==> config.mk <==
export PLATFORM = sky130hd
export DESIGN_NAME = xsb_bus_if
export DESIGN_NICKNAME = d
export VERILOG_FILES = /design/src/hw/xsb_pkg.sv /design/src/hw/xsb_pin_mux.sv /design/src/hw/xsb_bus_if.sv
export SDC_FILE = /design/constraint.sdc
export NUM_CORES = 1
export LEC_CHECK = 0
export ABC_AREA = 0
export BUFFER_PORTS_ARGS = -buffer_cell sky130_fd_sc_hd__buf_2
export CORE_AREA = 2 2 86 88
export DETAILED_ROUTE_END_ITERATION = 10
export DIE_AREA = 0 0 88 90
export GPL_TIMING_DRIVEN = 1
export HOLD_SLACK_MARGIN = 0.06
export PLACE_DENSITY = 0.83
export SETUP_SLACK_MARGIN = 0.15
export SYNTH_ARGS = -nofsm -noshare
export SYNTH_HDL_FRONTEND = slang
export SYNTH_SLANG_ARGS = --single-unit
==> constraint.sdc <==
create_clock -name mclk -period 2.33 [get_ports mclk]
set_input_delay 0.1165 -clock mclk [delete_from_list [all_inputs] [get_ports mclk]]
set_output_delay 0.1165 -clock mclk [all_outputs]
set_load 0.005 [all_outputs]
==> src/hw/xsb_pkg.sv <==
// package for the external data-memory bus interface
package xsb_pkg;
    localparam int unsigned XSB_CLK_MHZ      = 50;
    localparam int unsigned XSB_ADDR_W       = 16;
    localparam int unsigned XSB_DATA_W       = 8;
    localparam logic [15:0] XSB_INT_TOP      = 16'h0fff;
    localparam logic [7:0]  XSB_BYTE_RESET   = 8'h00;
    localparam logic [2:0]  XSB_CYC_BASE     = 3'h3;
    localparam logic [2:0]  XSB_CYC_WAIT     = 3'h4;

    typedef enum logic [1:0]
    {
        XSB_IDLE  = 2'b00,
        XSB_ADDR  = 2'b01,
        XSB_WAIT  = 2'b10,
        XSB_DATA  = 2'b11
    } xsb_state_t;
endpackage

==> src/hw/xsb_pin_mux.sv <==
// port A pin multiplexer: bus function or plain port
`timescale 1ns/1ps
`default_nettype none
module xsb_pin_mux
(
    input  wire logic       busOwn,
    input  wire logic [7:0] busOut,
    input  wire logic [7:0] busOeN,
    input  wire logic [7:0] portData,
    input  wire logic [7:0] portDir,
    output logic      [7:0] muxOut,
    output logic      [7:0] muxOeN
);
    genvar gi;
    generate
        for (gi = 0; gi < 8; gi++)
        begin : g_bit
            // bus overrides direction bits, else port settings
            assign muxOut[gi] = busOwn ? busOut[gi] : portData[gi];
            assign muxOeN[gi] = busOwn ? busOeN[gi] : ~portDir[gi];
        end
    endgenerate
endmodule
`default_nettype wire

==> src/hw/xsb_bus_if.sv <==
// external data-memory bus interface with address latch strobe
`timescale 1ns/1ps
`default_nettype none
// Notes on behaviour
// - port A muxes low address/data, C high
// - enable bit overrides port A direction
// - enable cleared returns pins to port
// - disabled: no external access, no redirect
// - low address valid at strobe fall
// - latch strobe low through data phase
// - read/write strobes only for external
// - high address on port C steady during external access
// - three cycles without wait state
// - wait select adds exactly one cycle
// - port A data one cycle, then address
// - no turnaround between read and write
module xsb_bus_if
(
    input  wire logic                          mclk,
    input  wire logic                          reset_n,
    input  wire logic                          clkEn,
    input  wire logic                          external_memory_enable,
    input  wire logic                          wait_state_select,
    input  wire logic                          reqValid,
    input  wire logic                          reqWrite,
    input  wire logic [xsb_pkg::XSB_ADDR_W-1:0] reqAddr,
    input  wire logic [7:0]                    reqWdata,
    input  wire logic [7:0]                    portAData,
    input  wire logic [7:0]                    port_a_direction_register,
    input  wire logic [7:0]                    portCData,
    input  wire logic [7:0]                    portAIn,
    output logic                               reqDone,
    output logic                               reqBusy,
    output logic [7:0]                         rdData,
    output logic [7:0]                         portAOut,
    output logic [7:0]                         portAOeN,
    output logic [7:0]                         portCOut,
    output logic                               ale,
    output logic                               rdN,
    output logic                               wrN
);
    import xsb_pkg::*;

    xsb_state_t  state_ff, nxt_state;
    logic        ale_ff, nxt_ale;
    logic        rdN_ff, nxt_rdN;
    logic        wrN_ff, nxt_wrN;
    logic        write_ff, nxt_write;
    logic        done_ff, nxt_done;
    logic [7:0]  aOut_ff, nxt_aOut;
    logic [7:0]  aOeN_ff, nxt_aOeN;
    logic [7:0]  cOut_ff, nxt_cOut;
    logic [7:0]  rd_ff, nxt_rd;
    logic [7:0]  wdat_ff, nxt_wdat;
    logic [7:0]  muxOut, muxOeN;
    logic [7:0]  busByte;
    logic        extHit;
    logic        busOwn;
    logic        ownPort;

    // only above the internal boundary and only when enabled
    assign extHit  = reqValid && external_memory_enable && (reqAddr > XSB_INT_TOP);
    assign busOwn  = external_memory_enable || (state_ff != XSB_IDLE);
    assign ownPort = busOwn;

    always_comb
    begin
        nxt_state = state_ff;
        nxt_ale   = 1'b0;
        nxt_rdN   = 1'b1;
        nxt_wrN   = 1'b1;
        nxt_write = write_ff;
        nxt_done  = 1'b0;
        nxt_aOut  = aOut_ff;
        nxt_aOeN  = aOeN_ff;
        nxt_cOut  = cOut_ff;
        nxt_rd    = rd_ff;
        nxt_wdat  = wdat_ff;
        case (state_ff)
            XSB_IDLE:
            begin
                nxt_aOeN = 8'h00;
                if (extHit)
                begin
                    // address cycle: latch open, low byte out
                    nxt_state = XSB_ADDR;
                    nxt_ale   = 1'b1;
                    nxt_write = reqWrite;
                    nxt_wdat  = reqWdata;
                    nxt_aOut  = reqAddr[7:0];
                    nxt_cOut  = reqAddr[15:8];
                end
            end
            XSB_ADDR:
            begin
                // strobe falls with address still on port A
                if (wait_state_select)
                begin
                    nxt_state = XSB_WAIT;
                end
                else
                begin
                    nxt_state = XSB_DATA;
                    nxt_rdN   = write_ff;
                    nxt_wrN   = ~write_ff;
                    nxt_aOeN  = write_ff ? 8'h00 : 8'hff;
                end
            end
            XSB_WAIT:
            begin
                nxt_state = XSB_DATA;
                nxt_rdN   = write_ff;
                nxt_wrN   = ~write_ff;
                nxt_aOeN  = write_ff ? 8'h00 : 8'hff;
            end
            XSB_DATA:
            begin
                // single data cycle, then address drive again
                nxt_state = XSB_IDLE;
                nxt_done  = 1'b1;
                nxt_aOeN  = 8'h00;
                if (!write_ff)
                begin
                    nxt_rd = portAIn;
                end
            end
            default:
            begin
                nxt_state = XSB_IDLE;
            end
        endcase
        // held address byte cleared to reset value when disabled and idle
        if (!ownPort && nxt_state == XSB_IDLE)
        begin
            nxt_aOut = XSB_BYTE_RESET;
        end
        // write data rides on port A for the data cycle only
        busByte = (nxt_state == XSB_DATA && write_ff) ? wdat_ff : nxt_aOut;
    end

    always_ff @(posedge mclk)
    begin
        if (!reset_n)
        begin
            state_ff <= XSB_IDLE;
            ale_ff   <= 1'b0;
            rdN_ff   <= 1'b1;
            wrN_ff   <= 1'b1;
            write_ff <= 1'b0;
            done_ff  <= 1'b0;
            aOut_ff  <= XSB_BYTE_RESET;
            aOeN_ff  <= 8'h00;
            cOut_ff  <= XSB_BYTE_RESET;
            rd_ff    <= XSB_BYTE_RESET;
            wdat_ff  <= XSB_BYTE_RESET;
        end
        else if (clkEn)
        begin
            state_ff <= nxt_state;
            ale_ff   <= nxt_ale;
            rdN_ff   <= nxt_rdN;
            wrN_ff   <= nxt_wrN;
            write_ff <= nxt_write;
            done_ff  <= nxt_done;
            aOut_ff  <= nxt_aOut;
            aOeN_ff  <= nxt_aOeN;
            cOut_ff  <= nxt_cOut;
            rd_ff    <= nxt_rd;
            wdat_ff  <= nxt_wdat;
        end
    end

    xsb_pin_mux u_mux
    (
        .busOwn   (busOwn),
        .busOut   (busByte),
        .busOeN   (nxt_aOeN),
        .portData (portAData),
        .portDir  (port_a_direction_register),
        .muxOut   (muxOut),
        .muxOeN   (muxOeN)
    );

    // pins load next bus value, no lag behind strobes
    logic [7:0] pinOut_ff, pinOeN_ff, pinC_ff;
    always_ff @(posedge mclk)
    begin
        if (!reset_n)
        begin
            pinOut_ff <= 8'h00;
            pinOeN_ff <= 8'hff;
            pinC_ff   <= 8'h00;
        end
        else if (clkEn)
        begin
            pinOut_ff <= muxOut;
            pinOeN_ff <= muxOeN;
            pinC_ff   <= busOwn ? nxt_cOut : portCData;
        end
    end

    assign portAOut = pinOut_ff;
    assign portAOeN = pinOeN_ff;
    assign portCOut = pinC_ff;
    assign ale      = ale_ff;
    assign rdN      = rdN_ff;
    assign wrN      = wrN_ff;
    assign reqDone  = done_ff;
    assign reqBusy  = (state_ff != XSB_IDLE);
    assign rdData   = rd_ff;

    // checks
    a_strobe_excl: assert property (@(posedge mclk) disable iff (!reset_n)
        !(!rdN_ff && !wrN_ff)) else $error("both strobes low");
    a_strobe_data: assert property (@(posedge mclk) disable iff (!reset_n)
        (!rdN_ff || !wrN_ff) |-> (state_ff == XSB_DATA)) else $error("strobe outside data");
    a_ale_low: assert property (@(posedge mclk) disable iff (!reset_n)
        (state_ff == XSB_DATA || state_ff == XSB_WAIT) |-> !ale_ff) else $error("ale high");
    a_three_cyc: assert property (@(posedge mclk) disable iff (!reset_n)
        (clkEn && state_ff == XSB_IDLE && extHit && !wait_state_select) ##1 clkEn ##1 clkEn
        |-> ##1 (state_ff == XSB_IDLE && done_ff)) else $error("access not 3 cycles");
    a_wait_cyc: assert property (@(posedge mclk) disable iff (!reset_n)
        (clkEn && state_ff == XSB_ADDR && wait_state_select) |=> state_ff == XSB_WAIT)
        else $error("no wait");
    a_high_hold: assert property (@(posedge mclk) disable iff (!reset_n)
        (state_ff != XSB_IDLE && clkEn && nxt_state != XSB_IDLE) |=> $stable(cOut_ff))
        else $error("high address moved");
    a_no_ext_off: assert property (@(posedge mclk) disable iff (!reset_n)
        (state_ff == XSB_IDLE && !external_memory_enable) |=> state_ff == XSB_IDLE)
        else $error("access while off");
    a_data_one: assert property (@(posedge mclk) disable iff (!reset_n)
        (clkEn && state_ff == XSB_DATA) |=> state_ff != XSB_DATA) else $error("long data");
    c_read: cover property (@(posedge mclk) state_ff == XSB_DATA && !write_ff);
    c_write: cover property (@(posedge mclk) state_ff == XSB_DATA && write_ff);
    c_wait: cover property (@(posedge mclk) state_ff == XSB_WAIT);
endmodule
`default_nettype wire

==> results of run 1 <==
-- stage by stage --
step | cells | worst slack, ns
2_1_floorplan | 422 | 0.523
3_3_place_gp | 593 | 0.324
3_5_place_dp | 593 | 0.250
4_1_cts | 640 | 0.209
5_1_grt | 640 | 0.172
6_report | 640 | 0.300
-- worst max-delay path: cells and delay by family (launching register included) --
family,cells,cell delay (ns)
AO/OA/AOI/OAI,2,0.65
flip-flops,1,0.40
buffers and inverters,2,0.36
AND/OR/NAND/NOR,2,0.31
adder cells (fa/ha/maj),1,0.23
-- path summary, 6_finish.rpt --
path	start	endpoint	cells after the start
hold / removal	portCData[4]	portCOut[4]	3
setup reg to reg	state_ff[0]	portAOut[7]	7
hold reg to reg	cOut_ff[0]	cOut_ff[0]	2
setup / recovery	state_ff[0]	portAOut[7]	7
-- cell families (layout without fill, tap and decap cells) --
family          Yosys count  after routing
flops                    71             71
compound gates          135            135
simple gates            152            152
buf+inv                  50            169
mux                       9              9
fa+ha+maj                 5              5
-- final cells by class --
class / count / area (um2) / area share (%)
Sequential cell: 71 / 1420 / 32.1
Tap cell: 99 / 124 / 2.80
Inverter: 12 / 45.0 / 1.02
Multi-Input combinational cell: 301 / 1770 / 39.8
Timing Repair Buffer: 142 / 898 / 20.3
Clock buffer: 15 / 176 / 3.98
-- cell usage in the layout, fill, tap and decap left out, types with 9 or more instances in the layout --
cell type / Yosys / final
sky130_fd_sc_hd__buf_2: 8 / 99
sky130_fd_sc_hd__mux2i_1: 9 / 9
sky130_fd_sc_hd__buf_4: 3 / 11
sky130_fd_sc_hd__a21oi_1: 43 / 43
sky130_fd_sc_hd__nand3_1: 18 / 18
sky130_fd_sc_hd__nor2_1: 25 / 25
sky130_fd_sc_hd__clkbuf_8: 0 / 12
sky130_fd_sc_hd__a211oi_1: 16 / 16
sky130_fd_sc_hd__dfxtp_1: 71 / 71
sky130_fd_sc_hd__inv_1: 10 / 10
sky130_fd_sc_hd__o21ai_0: 12 / 12
sky130_fd_sc_hd__dlygate4sd3_1: 0 / 32
sky130_fd_sc_hd__nand2_1: 75 / 75
sky130_fd_sc_hd__o21ai_1: 14 / 14
-- flip-flops by register name, indices dropped and copies added (netlist names) --
| signal | cells |
|---|---|
| aOeN_ff | 8 |
| aOut_ff | 8 |
| ale | 1 |
| cOut_ff | 8 |
| portAOeN | 8 |
| portAOut | 8 |
| portCOut | 8 |
| rdData | 8 |
| rdN | 1 |
| reqDone | 1 |
| state_ff | 2 |
| wdat_ff | 8 |
| wrN | 1 |
| write_ff | 1 |
-- layer usage --
layer  wire (um)  part of all wire (%)  vias up
met3         695                   7.3       29
li1            -                     -     1756
met5           0                     0        -
met2        4700                    49      169
met1        3910                    41     1680
met4         241                   2.5        0
-- where the power goes --
| group | internal [mW] | switching (mW) | leakage (nW) |
|---|---|---|---|
| registers | 1.29 | 0.0424 | 0.581 |
| clock network | 0.470 | 0.427 | 0.0898 |
| logic | 0.249 | 0.332 | 1.18 |
-- timing repair --
item                                   4_1_cts  5_1_grt
hold buffers                                32        0
setup endpoints to repair                    0       20
resized for setup                            0        1
endpoints found under the hold margin       32        0
==> out/results.ini, run 1 <==
[global_route]
first_global_vias=3303
grt_antenna_before_repair=0
grt_start_max_net_pins=40
layer_carrying_the_most_global_route_usage=met2
grt_remaining_overflow=0
globalRouteMet1Util_pct=29.4
wire_length_of_the_first_global_routing_pass_um=15100
groute.layer.met2.usage_pct=39.0
overall_global_routing_usage_pct=23.8
gr-usage-met3_pct=4.68

[clocking]
maximum_count_of_clock_buffers_along_a_single_path=2
numCtsBuffers=9
cts_num_sinks=71
clock-root-buffer=sky130_fd_sc_hd__clkbuf_8
htreeDepth=3
post-cts-setup-buffers=0
worst_setup_hold_path_clk_slew_ns=0.07
worst_skew_pair.late_latency_ns=0.34
clock_tree_from_tritoncts=done

[pwr]
peakVddDrop_mv=0.377
static-leakage-power_nw=1.85
fin_total_pwr_mw=2.81
cellPowerDensity_mw_per_mm2=634

[sta]
hold_viol=0
slew_viol_final=0
max_slew_margin_pct=57.7
min_period_ns=2.03
whs_ns=0.0697
grt_setup_unrepaired=false
tightestPinTransition_ns=0.633
setup_violations=0
max_clock_freq_ghz=0.493
final.period_utilization_pct=87.1
final.setup.tns_ns=0
finalClockSkew_ns=0.00446

[layout]
area_growth_pct=29.8
layout-drive-gt1-share_pct=24.4
fillCellCount=614
core_occupancy_in_the_finished_layout_pct=63.1
final_nets=605
finalInstanceArea_mm2=0.00443
insertedDiodeCount=0

[synthesis]
ys_async_sr_fraction_pct=0
synth.cells.most_frequent=75 x sky130_fd_sc_hd__nand2_1, 71 x sky130_fd_sc_hd__dfxtp_1, 43 x sky130_fd_sc_hd__a21oi_1, 25 x sky130_fd_sc_hd__nor2_1, 21 x sky130_fd_sc_hd__clkbuf_1
synth.net_count=490
synth_top_area_cell=sky130_fd_sc_hd__dfxtp_1
post_synth_main_area_contributors=sky130_fd_sc_hd__dfxtp_1 42%, sky130_fd_sc_hd__nand2_1 8.2%, sky130_fd_sc_hd__a21oi_1 6.3%
synthSimpleGateAreaFrac_pct=21.2
synthMostInstantiatedCell=sky130_fd_sc_hd__nand2_1
yosysWarnings=0
post_synth_instance_area_mm2=0.00341
synth_top_flop_cell=sky130_fd_sc_hd__dfxtp_1
synth_seq_cells=71
synth_edf_count=0
synth_adder_area_share_pct=1.83
synth-compound-area-share_pct=25.9
synth.mux.area_fraction_pct=2.64
synth.lib_cells_used.distinct=41
synth_top_cell_area_share_pct=41.6
dominant_combinational_cell_family_by_area_after_synthesis=compound AO/OA/AOI/OAI gates
postSynthAreaPerCell_um2=8.09
synth_sequential_area_ratio_pct=41.6
synth_xor_xnor_area_share_pct=0
number_of_instances_in_the_synthesized_netlist=422

[drt]
initial_detailed_routing_violation_count=240
routed_wl_um=9540
drcViolationCount=0
ant_nets=0
wl_per_cell_um=14.9
num_vias=3634
via_per_inst=5.68
detailedRoute.firstPassIterationCount=5

[worst_setup_path]
crit_path_max_fanout=10
crit_slowest_cell=sky130_fd_sc_hd__a21oi_2
setup.worst_path.end_class=flop
timing.critical_path.slowest_cell_delay_ns=0.44
crit_path_cell_trace=inv_1 > ha_1 > and2b_1 > a21oi_2 > buf_4 > nand4_1 > a41oi_1
reg2reg_setup_slack_ns=0.30
worst_ep_arrival_time_ns=2.29
critPathRequiredTime_ns=2.59
setup.worst_path.start_class=flop
setup.worst_path.class=reg2reg

[floorplan]
num_rows=31
full_die_area_mm2=0.00792
die_w_um=88
design.core.area_mm2=0.00702
die_h_um=90
floorplan.io_pins=100
initial_core_util_pct=48.6

[outcome]
outcome=complete, no violations

[placement]
numPortBuffers=99
post_place_cell_area_mm2=0.00393
dpl.hpwl_um=6240
routabilityCongestion=0.894

[job]
maxCapViolCount=0

[min_path]
min_path_type=in2reg

(Power assumes the default switching activity.)
==> inputs of run 2 (changes only) <==
--- a/config.mk
+++ b/config.mk
@@ -6,14 +6,16 @@
 export NUM_CORES = 1
 export LEC_CHECK = 0
 export ABC_AREA = 0
+export ABC_CLOCK_PERIOD_IN_PS = 2330
 export BUFFER_PORTS_ARGS = -buffer_cell sky130_fd_sc_hd__buf_2
-export CORE_AREA = 2 2 86 88
+export CORE_AREA = 2 2 94 96
 export DETAILED_ROUTE_END_ITERATION = 10
-export DIE_AREA = 0 0 88 90
+export DIE_AREA = 0 0 96 98
 export GPL_TIMING_DRIVEN = 1
 export HOLD_SLACK_MARGIN = 0.06
-export PLACE_DENSITY = 0.83
+export PLACE_DENSITY = 0.71
 export SETUP_SLACK_MARGIN = 0.15
 export SYNTH_ARGS = -nofsm -noshare
 export SYNTH_HDL_FRONTEND = slang
+export SYNTH_HIERARCHICAL = 1
 export SYNTH_SLANG_ARGS = --single-unit
==> run 2 against run 1 <==
Compared with the run above: combinational power hardly changed; critical endpoint is now aOut_ff[2]; area after synthesis decreased by 4.1%; cell count fell by 1.9%; routed wire length is 7.1% lower; critical path depth is the same; fmax decreased by 1.9%; clock power up 11%; final area is essentially flat; highest routed layer unchanged; critical path type unchanged.
==> out/results.ini, run 2 <==
[floorplan]
design.core.area_mm2=0.00847  ; +21%
die_w_um=96  ; +9.1%
die_h_um=98  ; +8.9%
floorplan.io_pins=100  ; unchanged
full_die_area_mm2=0.00941  ; +19%
num_rows=34  ; +9.7%
initial_core_util_pct=38.7  ; -10 points

[synthesis]
post_synth_instance_area_mm2=0.00327  ; -4.1%
postSynthAreaPerCell_um2=8.55  ; +5.7%
synth_edf_count=0  ; unchanged
synth_seq_cells=71  ; unchanged
synthMostInstantiatedCell=sky130_fd_sc_hd__nand2_1
post_synth_main_area_contributors=sky130_fd_sc_hd__dfxtp_1 43%, sky130_fd_sc_hd__mux2i_1 10%, sky130_fd_sc_hd__nand2_1 10%
synth_top_flop_cell=sky130_fd_sc_hd__dfxtp_1
synth.cells.most_frequent=88 x sky130_fd_sc_hd__nand2_1, 71 x sky130_fd_sc_hd__dfxtp_1, 33 x sky130_fd_sc_hd__mux2i_1, 31 x sky130_fd_sc_hd__a21oi_1, 30 x sky130_fd_sc_hd__nor2_1
synth_top_area_cell=sky130_fd_sc_hd__dfxtp_1
yosysWarnings=6  ; +6
number_of_instances_in_the_synthesized_netlist=383  ; -9.2%
ys_async_sr_fraction_pct=0  ; unchanged
synth_top_cell_area_share_pct=43.4  ; +1.8 points
synth_sequential_area_ratio_pct=43.4  ; +1.8 points
synth.net_count=451  ; -8.0%
synth.lib_cells_used.distinct=32  ; -22%

[sta]
hold_viol=0  ; unchanged
finalClockSkew_ns=0.0103  ; +0.00586 ns
slew_viol_final=0  ; unchanged
setup_violations=0  ; unchanged
grt_setup_unrepaired=true
tightestPinTransition_ns=0.597  ; -0.0358 ns
max_slew_margin_pct=60.1  ; +2.4 points
final.setup.tns_ns=0  ; unchanged
whs_ns=0.0778  ; +0.00814 ns
min_period_ns=2.07  ; +0.0391 ns
max_clock_freq_ghz=0.483  ; -1.9%
final.period_utilization_pct=88.8  ; +1.7 points

[worst_setup_path]
worst_ep_arrival_time_ns=2.31  ; +0.02 ns
critPathRequiredTime_ns=2.57  ; -0.02 ns
wp_buf_inv=1  ; -1
setup.worst_path.class=reg2reg
critPathTopFamily=compound AO/OA/AOI/OAI gates
setup.worst_path.end_class=flop
setup.worst_path.start_class=flop
timing.critical_path.slowest_cell_delay_ns=0.37  ; -0.07 ns
crit_path_cell_trace=inv_1 > ha_1 > nand2b_1 > o2bb2ai_2 > o21ai_1 > nand2_1 > a311oi_1
crit_path_max_fanout=8  ; -2
crit_slowest_cell=sky130_fd_sc_hd__dfxtp_2

[global_route]
wire_length_of_the_first_global_routing_pass_um=13800  ; -8.6%
layer_carrying_the_most_global_route_usage=met2
groute.layer.met2.usage_pct=31.2  ; -7.8 points
globalRouteMet1Util_pct=23.1  ; -6.3 points
grt_start_max_net_pins=34  ; -15%
overall_global_routing_usage_pct=18.9  ; -4.9 points
first_global_vias=2907  ; -12%
grt_remaining_overflow=0  ; unchanged
gr-usage-met3_pct=3.86  ; -0.83 points
grt_antenna_before_repair=0  ; unchanged

[drt]
via_per_inst=4.96  ; -13%
detailedRoute.firstPassIterationCount=4  ; -1
initial_detailed_routing_violation_count=77  ; -68%
wl_per_cell_um=14.1  ; -5.3%
ant_nets=0  ; unchanged
drcViolationCount=0  ; unchanged
num_vias=3112  ; -14%
routed_wl_um=8860  ; -7.1%

[clocking]
clock-root-buffer=sky130_fd_sc_hd__clkbuf_8
worst_skew_pair.late_latency_ns=0.34  ; about the same
maximum_count_of_clock_buffers_along_a_single_path=2  ; unchanged
numCtsBuffers=9  ; unchanged
worst_setup_hold_path_clk_slew_ns=0.08  ; about the same
clock_tree_from_tritoncts=done
htreeDepth=3  ; unchanged
cts_num_sinks=71  ; unchanged

[layout]
insertedDiodeCount=0  ; unchanged
layout_common_cells=99 x sky130_fd_sc_hd__buf_2, 87 x sky130_fd_sc_hd__nand2_1, 69 x sky130_fd_sc_hd__dfxtp_1
final_nets=584  ; -3.5%
area.sequential_mm2=0.00142  ; +0.18%
fillCellCount=781  ; +27%
multi_input_comb_area_mm2=0.00174  ; -1.2%
stdcell_count=628  ; -1.9%
area_growth_pct=35.3
layout_commonest_cell=sky130_fd_sc_hd__buf_2
layout-drive-gt1-share_pct=29.2  ; +4.8 points

[min_path]
min_path_type=in2reg

[job]
maxCapViolCount=0  ; unchanged

[placement]
dpl.hpwl_um=6040  ; -3.1%
numPortBuffers=99  ; unchanged
placed_cells_incl_taps=576  ; -2.9%
routabilityCongestion=0.911  ; +2.0%

[pwr]
static-leakage-power_nw=2.08  ; +13%
fin_total_pwr_mw=2.89  ; +3.1%
cellPowerDensity_mw_per_mm2=653  ; +3.1%
peakVddDrop_mv=0.295  ; -22%

[outcome]
outcome=complete, no violations

[run 2: per-layer routing]
metal / routed length (um) / up-vias
met5: 0 / -
met4: 213 / 0
met3: 417 / 18
met2: 4430 / 80
met1: 3800 / 1430
li1: - / 1584
[run 2: layout make-up]
cell class	count	share of cell area, %
clock inverter	3	0.960
tap	108	3.05
timing repair buffer	144	20.5
inverter	6	0.508
clock buffer	12	3.50
multi-input combinational	284	39.4
sequential	71	32.1
[run 2: worst min-delay path: cells and delay by family]
family,cells,cell delay (ns)
buf+inv,1,0.08
compound gates,2,0.20
[run 2: what timing repair did]
item	CTS	global route
endpoints found under the hold margin	29	0
hold buffers	29	0
gates cloned	0	0
pin swaps	0	2
endpoints found under the setup margin	7	10
buffers inserted	0	8
resized for setup	1	11
[run 2: cell families (layout without fill, tap and decap cells)]
group	Yosys count	in the layout	share of synthesized area (%)
AND/OR/NAND/NOR	136	136	17.7
AO/OA/AOI/OAI	101	101	19.1
flip-flops	71	71	43.4
multiplexers	42	42	13.9
buffers and inverters	28	165	4.09
adder cells (fa/ha/maj)	5	5	1.91
[run 2: final timing paths]
check	from	to	slack, ns	cells after the start
hold / removal	portCData[5]	portCOut[5]	0.08	3
hold reg to reg	wdat_ff[7]	wdat_ff[7]	0.46	2
setup / recovery	state_ff[0]	aOut_ff[2]	0.26	7
setup reg to reg	state_ff[0]	aOut_ff[2]	0.26	7
[run 2: power by group]
part | total, mW | leakage, nW | switching (mW) | internal, mW
combinational | 0.579 | 1.40 | 0.296 | 0.283
sequential | 1.32 | 0.580 | 0.0390 | 1.28
clock | 0.993 | 0.0985 | 0.447 | 0.546
total | 2.89 | 2.08 | 0.782 | 2.11
[run 2: through the flow]
| stage | area [um2] | setup WS (ns) | utilization [%] |
|---|---|---|---|
| after floorplan | 3270 | 0.199 | - |
| after global placement | 3850 | 0.240 | 45.5 |
| after detailed placement | 3850 | 0.150 | 45.5 |
| after CTS | 4340 | 0.155 | 51.3 |
| after global routing | 4430 | 0.100 | 52.3 |
| final | 4430 | 0.261 | 52.3 |
==> inputs of run 3 (changes only) <==
--- a/config.mk
+++ b/config.mk
@@ -8,12 +8,12 @@
 export ABC_AREA = 0
 export ABC_CLOCK_PERIOD_IN_PS = 2330
 export BUFFER_PORTS_ARGS = -buffer_cell sky130_fd_sc_hd__buf_2
-export CORE_AREA = 2 2 94 96
+export CORE_AREA = 2 2 89 91
 export DETAILED_ROUTE_END_ITERATION = 10
-export DIE_AREA = 0 0 96 98
+export DIE_AREA = 0 0 91 93
 export GPL_TIMING_DRIVEN = 1
 export HOLD_SLACK_MARGIN = 0.06
-export PLACE_DENSITY = 0.71
+export PLACE_DENSITY = 0.77
 export SETUP_SLACK_MARGIN = 0.15
 export SYNTH_ARGS = -nofsm -noshare
 export SYNTH_HDL_FRONTEND = slang
==> run 3 against run 2 <==
Compared with the run above: fmax shrank 1.8%; cell count shrank 1.1%; register-to-register slack better by 0.02 ns; first-iteration DRC count up 120%; worst hold slack better by 0.00085 ns; critical endpoint is now portAOut[6]; sequential share of layout area up 0.090 points; global-route usage rose by 1.7 points; critical path depth is 3 higher.
==> out/results.ini, run 3 (synthesized netlist as in run 2, its figures left out) <==
[sta]
slew_viol_final=0  ; unchanged
max_slew_margin_pct=58.5  ; -1.6 points
setup_violations=0  ; unchanged
final.period_utilization_pct=90.5  ; +1.6 points
final.setup.tns_ns=0  ; unchanged
grt_setup_unrepaired=true
tightestPinTransition_ns=0.622  ; +0.0250 ns
hold_viol=0  ; unchanged
min_period_ns=2.11  ; +0.0384 ns
finalWorstSetupSlack_ns=0.222  ; -0.0384 ns
finalClockSkew_ns=0.00550  ; -0.00482 ns
whs_ns=0.0787  ; +0.000852 ns
max_clock_freq_ghz=0.474  ; -1.8%

[floorplan]
die_w_um=91  ; -5.2%
num_rows=32  ; -5.9%
design.core.area_mm2=0.00753  ; -11%
floorplan.io_pins=100  ; unchanged
initial_core_util_pct=43.5  ; +4.8 points
die_h_um=93  ; -5.1%
full_die_area_mm2=0.00846  ; -10%

[worst_setup_path]
wp_buf_inv=2  ; +1
cp.depth=10  ; +3
crit_path_cell_trace=dlygate4sd3_1 > buf_2 > or4_4 > and3_4 > mux2_4 > nand2_1 > o21ai_1 > mux2_4 > mux2i_1 > nor2_1
setup.worst_path.start_class=input pin
crit_path_max_fanout=8  ; unchanged
worst_r2r_start=state_ff[1]
timing.critical_path.slowest_cell_delay_ns=0.53  ; +0.16 ns
setup.worst_path.end_class=flop
critical-path-top-cell-by-count=sky130_fd_sc_hd__mux2_4
critPathTopFamily=simple AND/OR/NAND/NOR gates
reg2reg_end=portAOut[3]
timing.critical_path.from=reqAddr[13]
reg2reg_setup_slack_ns=0.28  ; +0.02 ns
r2r_cells=10  ; +3
crit_slowest_cell=sky130_fd_sc_hd__dlygate4sd3_1
cp-endpoint=portAOut[6]
critPathRequiredTime_ns=2.57  ; about the same
worst_ep_arrival_time_ns=2.34  ; +0.03 ns
setup.worst_path.class=in2reg

[layout]
insertedDiodeCount=0  ; unchanged
final_nets=582  ; -0.34%
layout-drive-gt1-share_pct=28.3  ; -0.91 points
fillCellCount=684  ; -12%
area_growth_pct=34.8
layout_common_cells=99 x sky130_fd_sc_hd__buf_2, 88 x sky130_fd_sc_hd__nand2_1, 70 x sky130_fd_sc_hd__dfxtp_1
layout_commonest_cell=sky130_fd_sc_hd__buf_2
core_occupancy_in_the_finished_layout_pct=58.7  ; +6.3 points

[drt]
num_vias=3170  ; +1.9%
routed_wl_um=8730  ; -1.5%
drcViolationCount=0  ; unchanged
ant_nets=0  ; unchanged
initial_detailed_routing_violation_count=169  ; +120%
via_per_inst=5.10  ; +3.0%
wl_per_cell_um=14.1  ; -0.42%
detailedRoute.firstPassIterationCount=4  ; unchanged

[placement]
preCtsSetupSlack_ns=0.141  ; -0.00861 ns
routabilityCongestion=0.879  ; -3.5%
numPortBuffers=99  ; unchanged
dpl.hpwl_um=5910  ; -2.3%

[global_route]
overall_global_routing_usage_pct=20.5  ; +1.7 points
grt_start_max_net_pins=30  ; -12%
grt_antenna_before_repair=0  ; unchanged
first_global_vias=3005  ; +3.4%
wire_length_of_the_first_global_routing_pass_um=14000  ; +1.0%
grt_remaining_overflow=0  ; unchanged

[min_path]
min_path_type=in2reg
min_path_cells=3  ; unchanged

[pwr]
static-leakage-power_nw=2.07  ; -0.72%
fin_total_pwr_mw=2.87  ; -0.82%
cellPowerDensity_mw_per_mm2=650  ; -0.45%
peakVddDrop_mv=0.417  ; +41%

[clocking]
worst_setup_hold_path_clk_slew_ns=0.07  ; about the same
clock_tree_from_tritoncts=done
htreeDepth=3  ; unchanged
numCtsBuffers=9  ; unchanged
worst_skew_pair.late_latency_ns=0.34  ; about the same
maximum_count_of_clock_buffers_along_a_single_path=2  ; unchanged
clock-root-buffer=sky130_fd_sc_hd__clkbuf_8
cts_num_sinks=71  ; unchanged

[outcome]
outcome=complete, no violations

[job]
maxCapViolCount=0  ; unchanged

-- run 3: power by group --
| group | internal, mW | switching [mW] |
|---|---|---|
| Combinational | 0.282 | 0.295 |
| Clock | 0.519 | 0.450 |
| Sequential | 1.28 | 0.0408 |
-- run 3: final cells by class --
class                           instances  area [um2]  share of cell area, %
Multi-Input combinational cell        284        1760                   39.8
Sequential cell                        71        1420                   32.2
Clock inverter                          4        45.0                   1.02
Clock buffer                           12         145                   3.29
Inverter                                6        22.5                  0.510
Tap cell                              102         128                   2.89
Timing Repair Buffer                  142         896                   20.3
-- run 3: metrics by stage --
stage               cells  area (um2)
CTS                   618        4350
finish                621        4420
detailed placement    571        3850
floorplan             383        3270
global placement      571        3850
global route          621        4420
-- run 3: layer usage --
layer / up-vias / track usage [%] / part of all wire, %
met2: 101 / 34.9 / 49
met1: 1474 / 25.4 / 44
met4: 0 / 8.08 / 1.9
li1: 1580 / - / -
met5: - / 0 / 0
met3: 15 / 4.51 / 5.1
-- run 3: worst reg2reg max path: stages (launching register included) --
cell and delay, ns:
sky130_fd_sc_hd__dfxtp_1 0.39, sky130_fd_sc_hd__inv_1 0.12, sky130_fd_sc_hd__ha_1 0.24, sky130_fd_sc_hd__nand2b_1 0.14
sky130_fd_sc_hd__o2bb2ai_2 0.10, sky130_fd_sc_hd__nor3_2 0.22, sky130_fd_sc_hd__nand2b_4 0.19, sky130_fd_sc_hd__o21ai_0 0.09
sky130_fd_sc_hd__mux2_2 0.26, sky130_fd_sc_hd__mux2i_1 0.14, sky130_fd_sc_hd__nor2_1 0.06
-- run 3: worst min-delay path by stage --
stage               startpoint    endpoint  slack (ns)
floorplan           reqAddr[8]  cOut_ff[0]        0.25
global route        reqAddr[3]  aOut_ff[3]        0.07
finish              reqAddr[3]  aOut_ff[3]        0.08
detailed placement  portAIn[2]   rdData[2]        0.36
global placement    portAIn[5]   rdData[5]        0.35
CTS                 reqAddr[3]  aOut_ff[3]        0.06
-- run 3: what timing repair did --
item / 4_1_cts / 5_1_grt
buffers inserted: 0 / 3
endpoints found under the setup margin: 7 / 9
resized for setup: 1 / 9
hold buffers: 31 / 0
endpoints found under the hold margin: 31 / 0
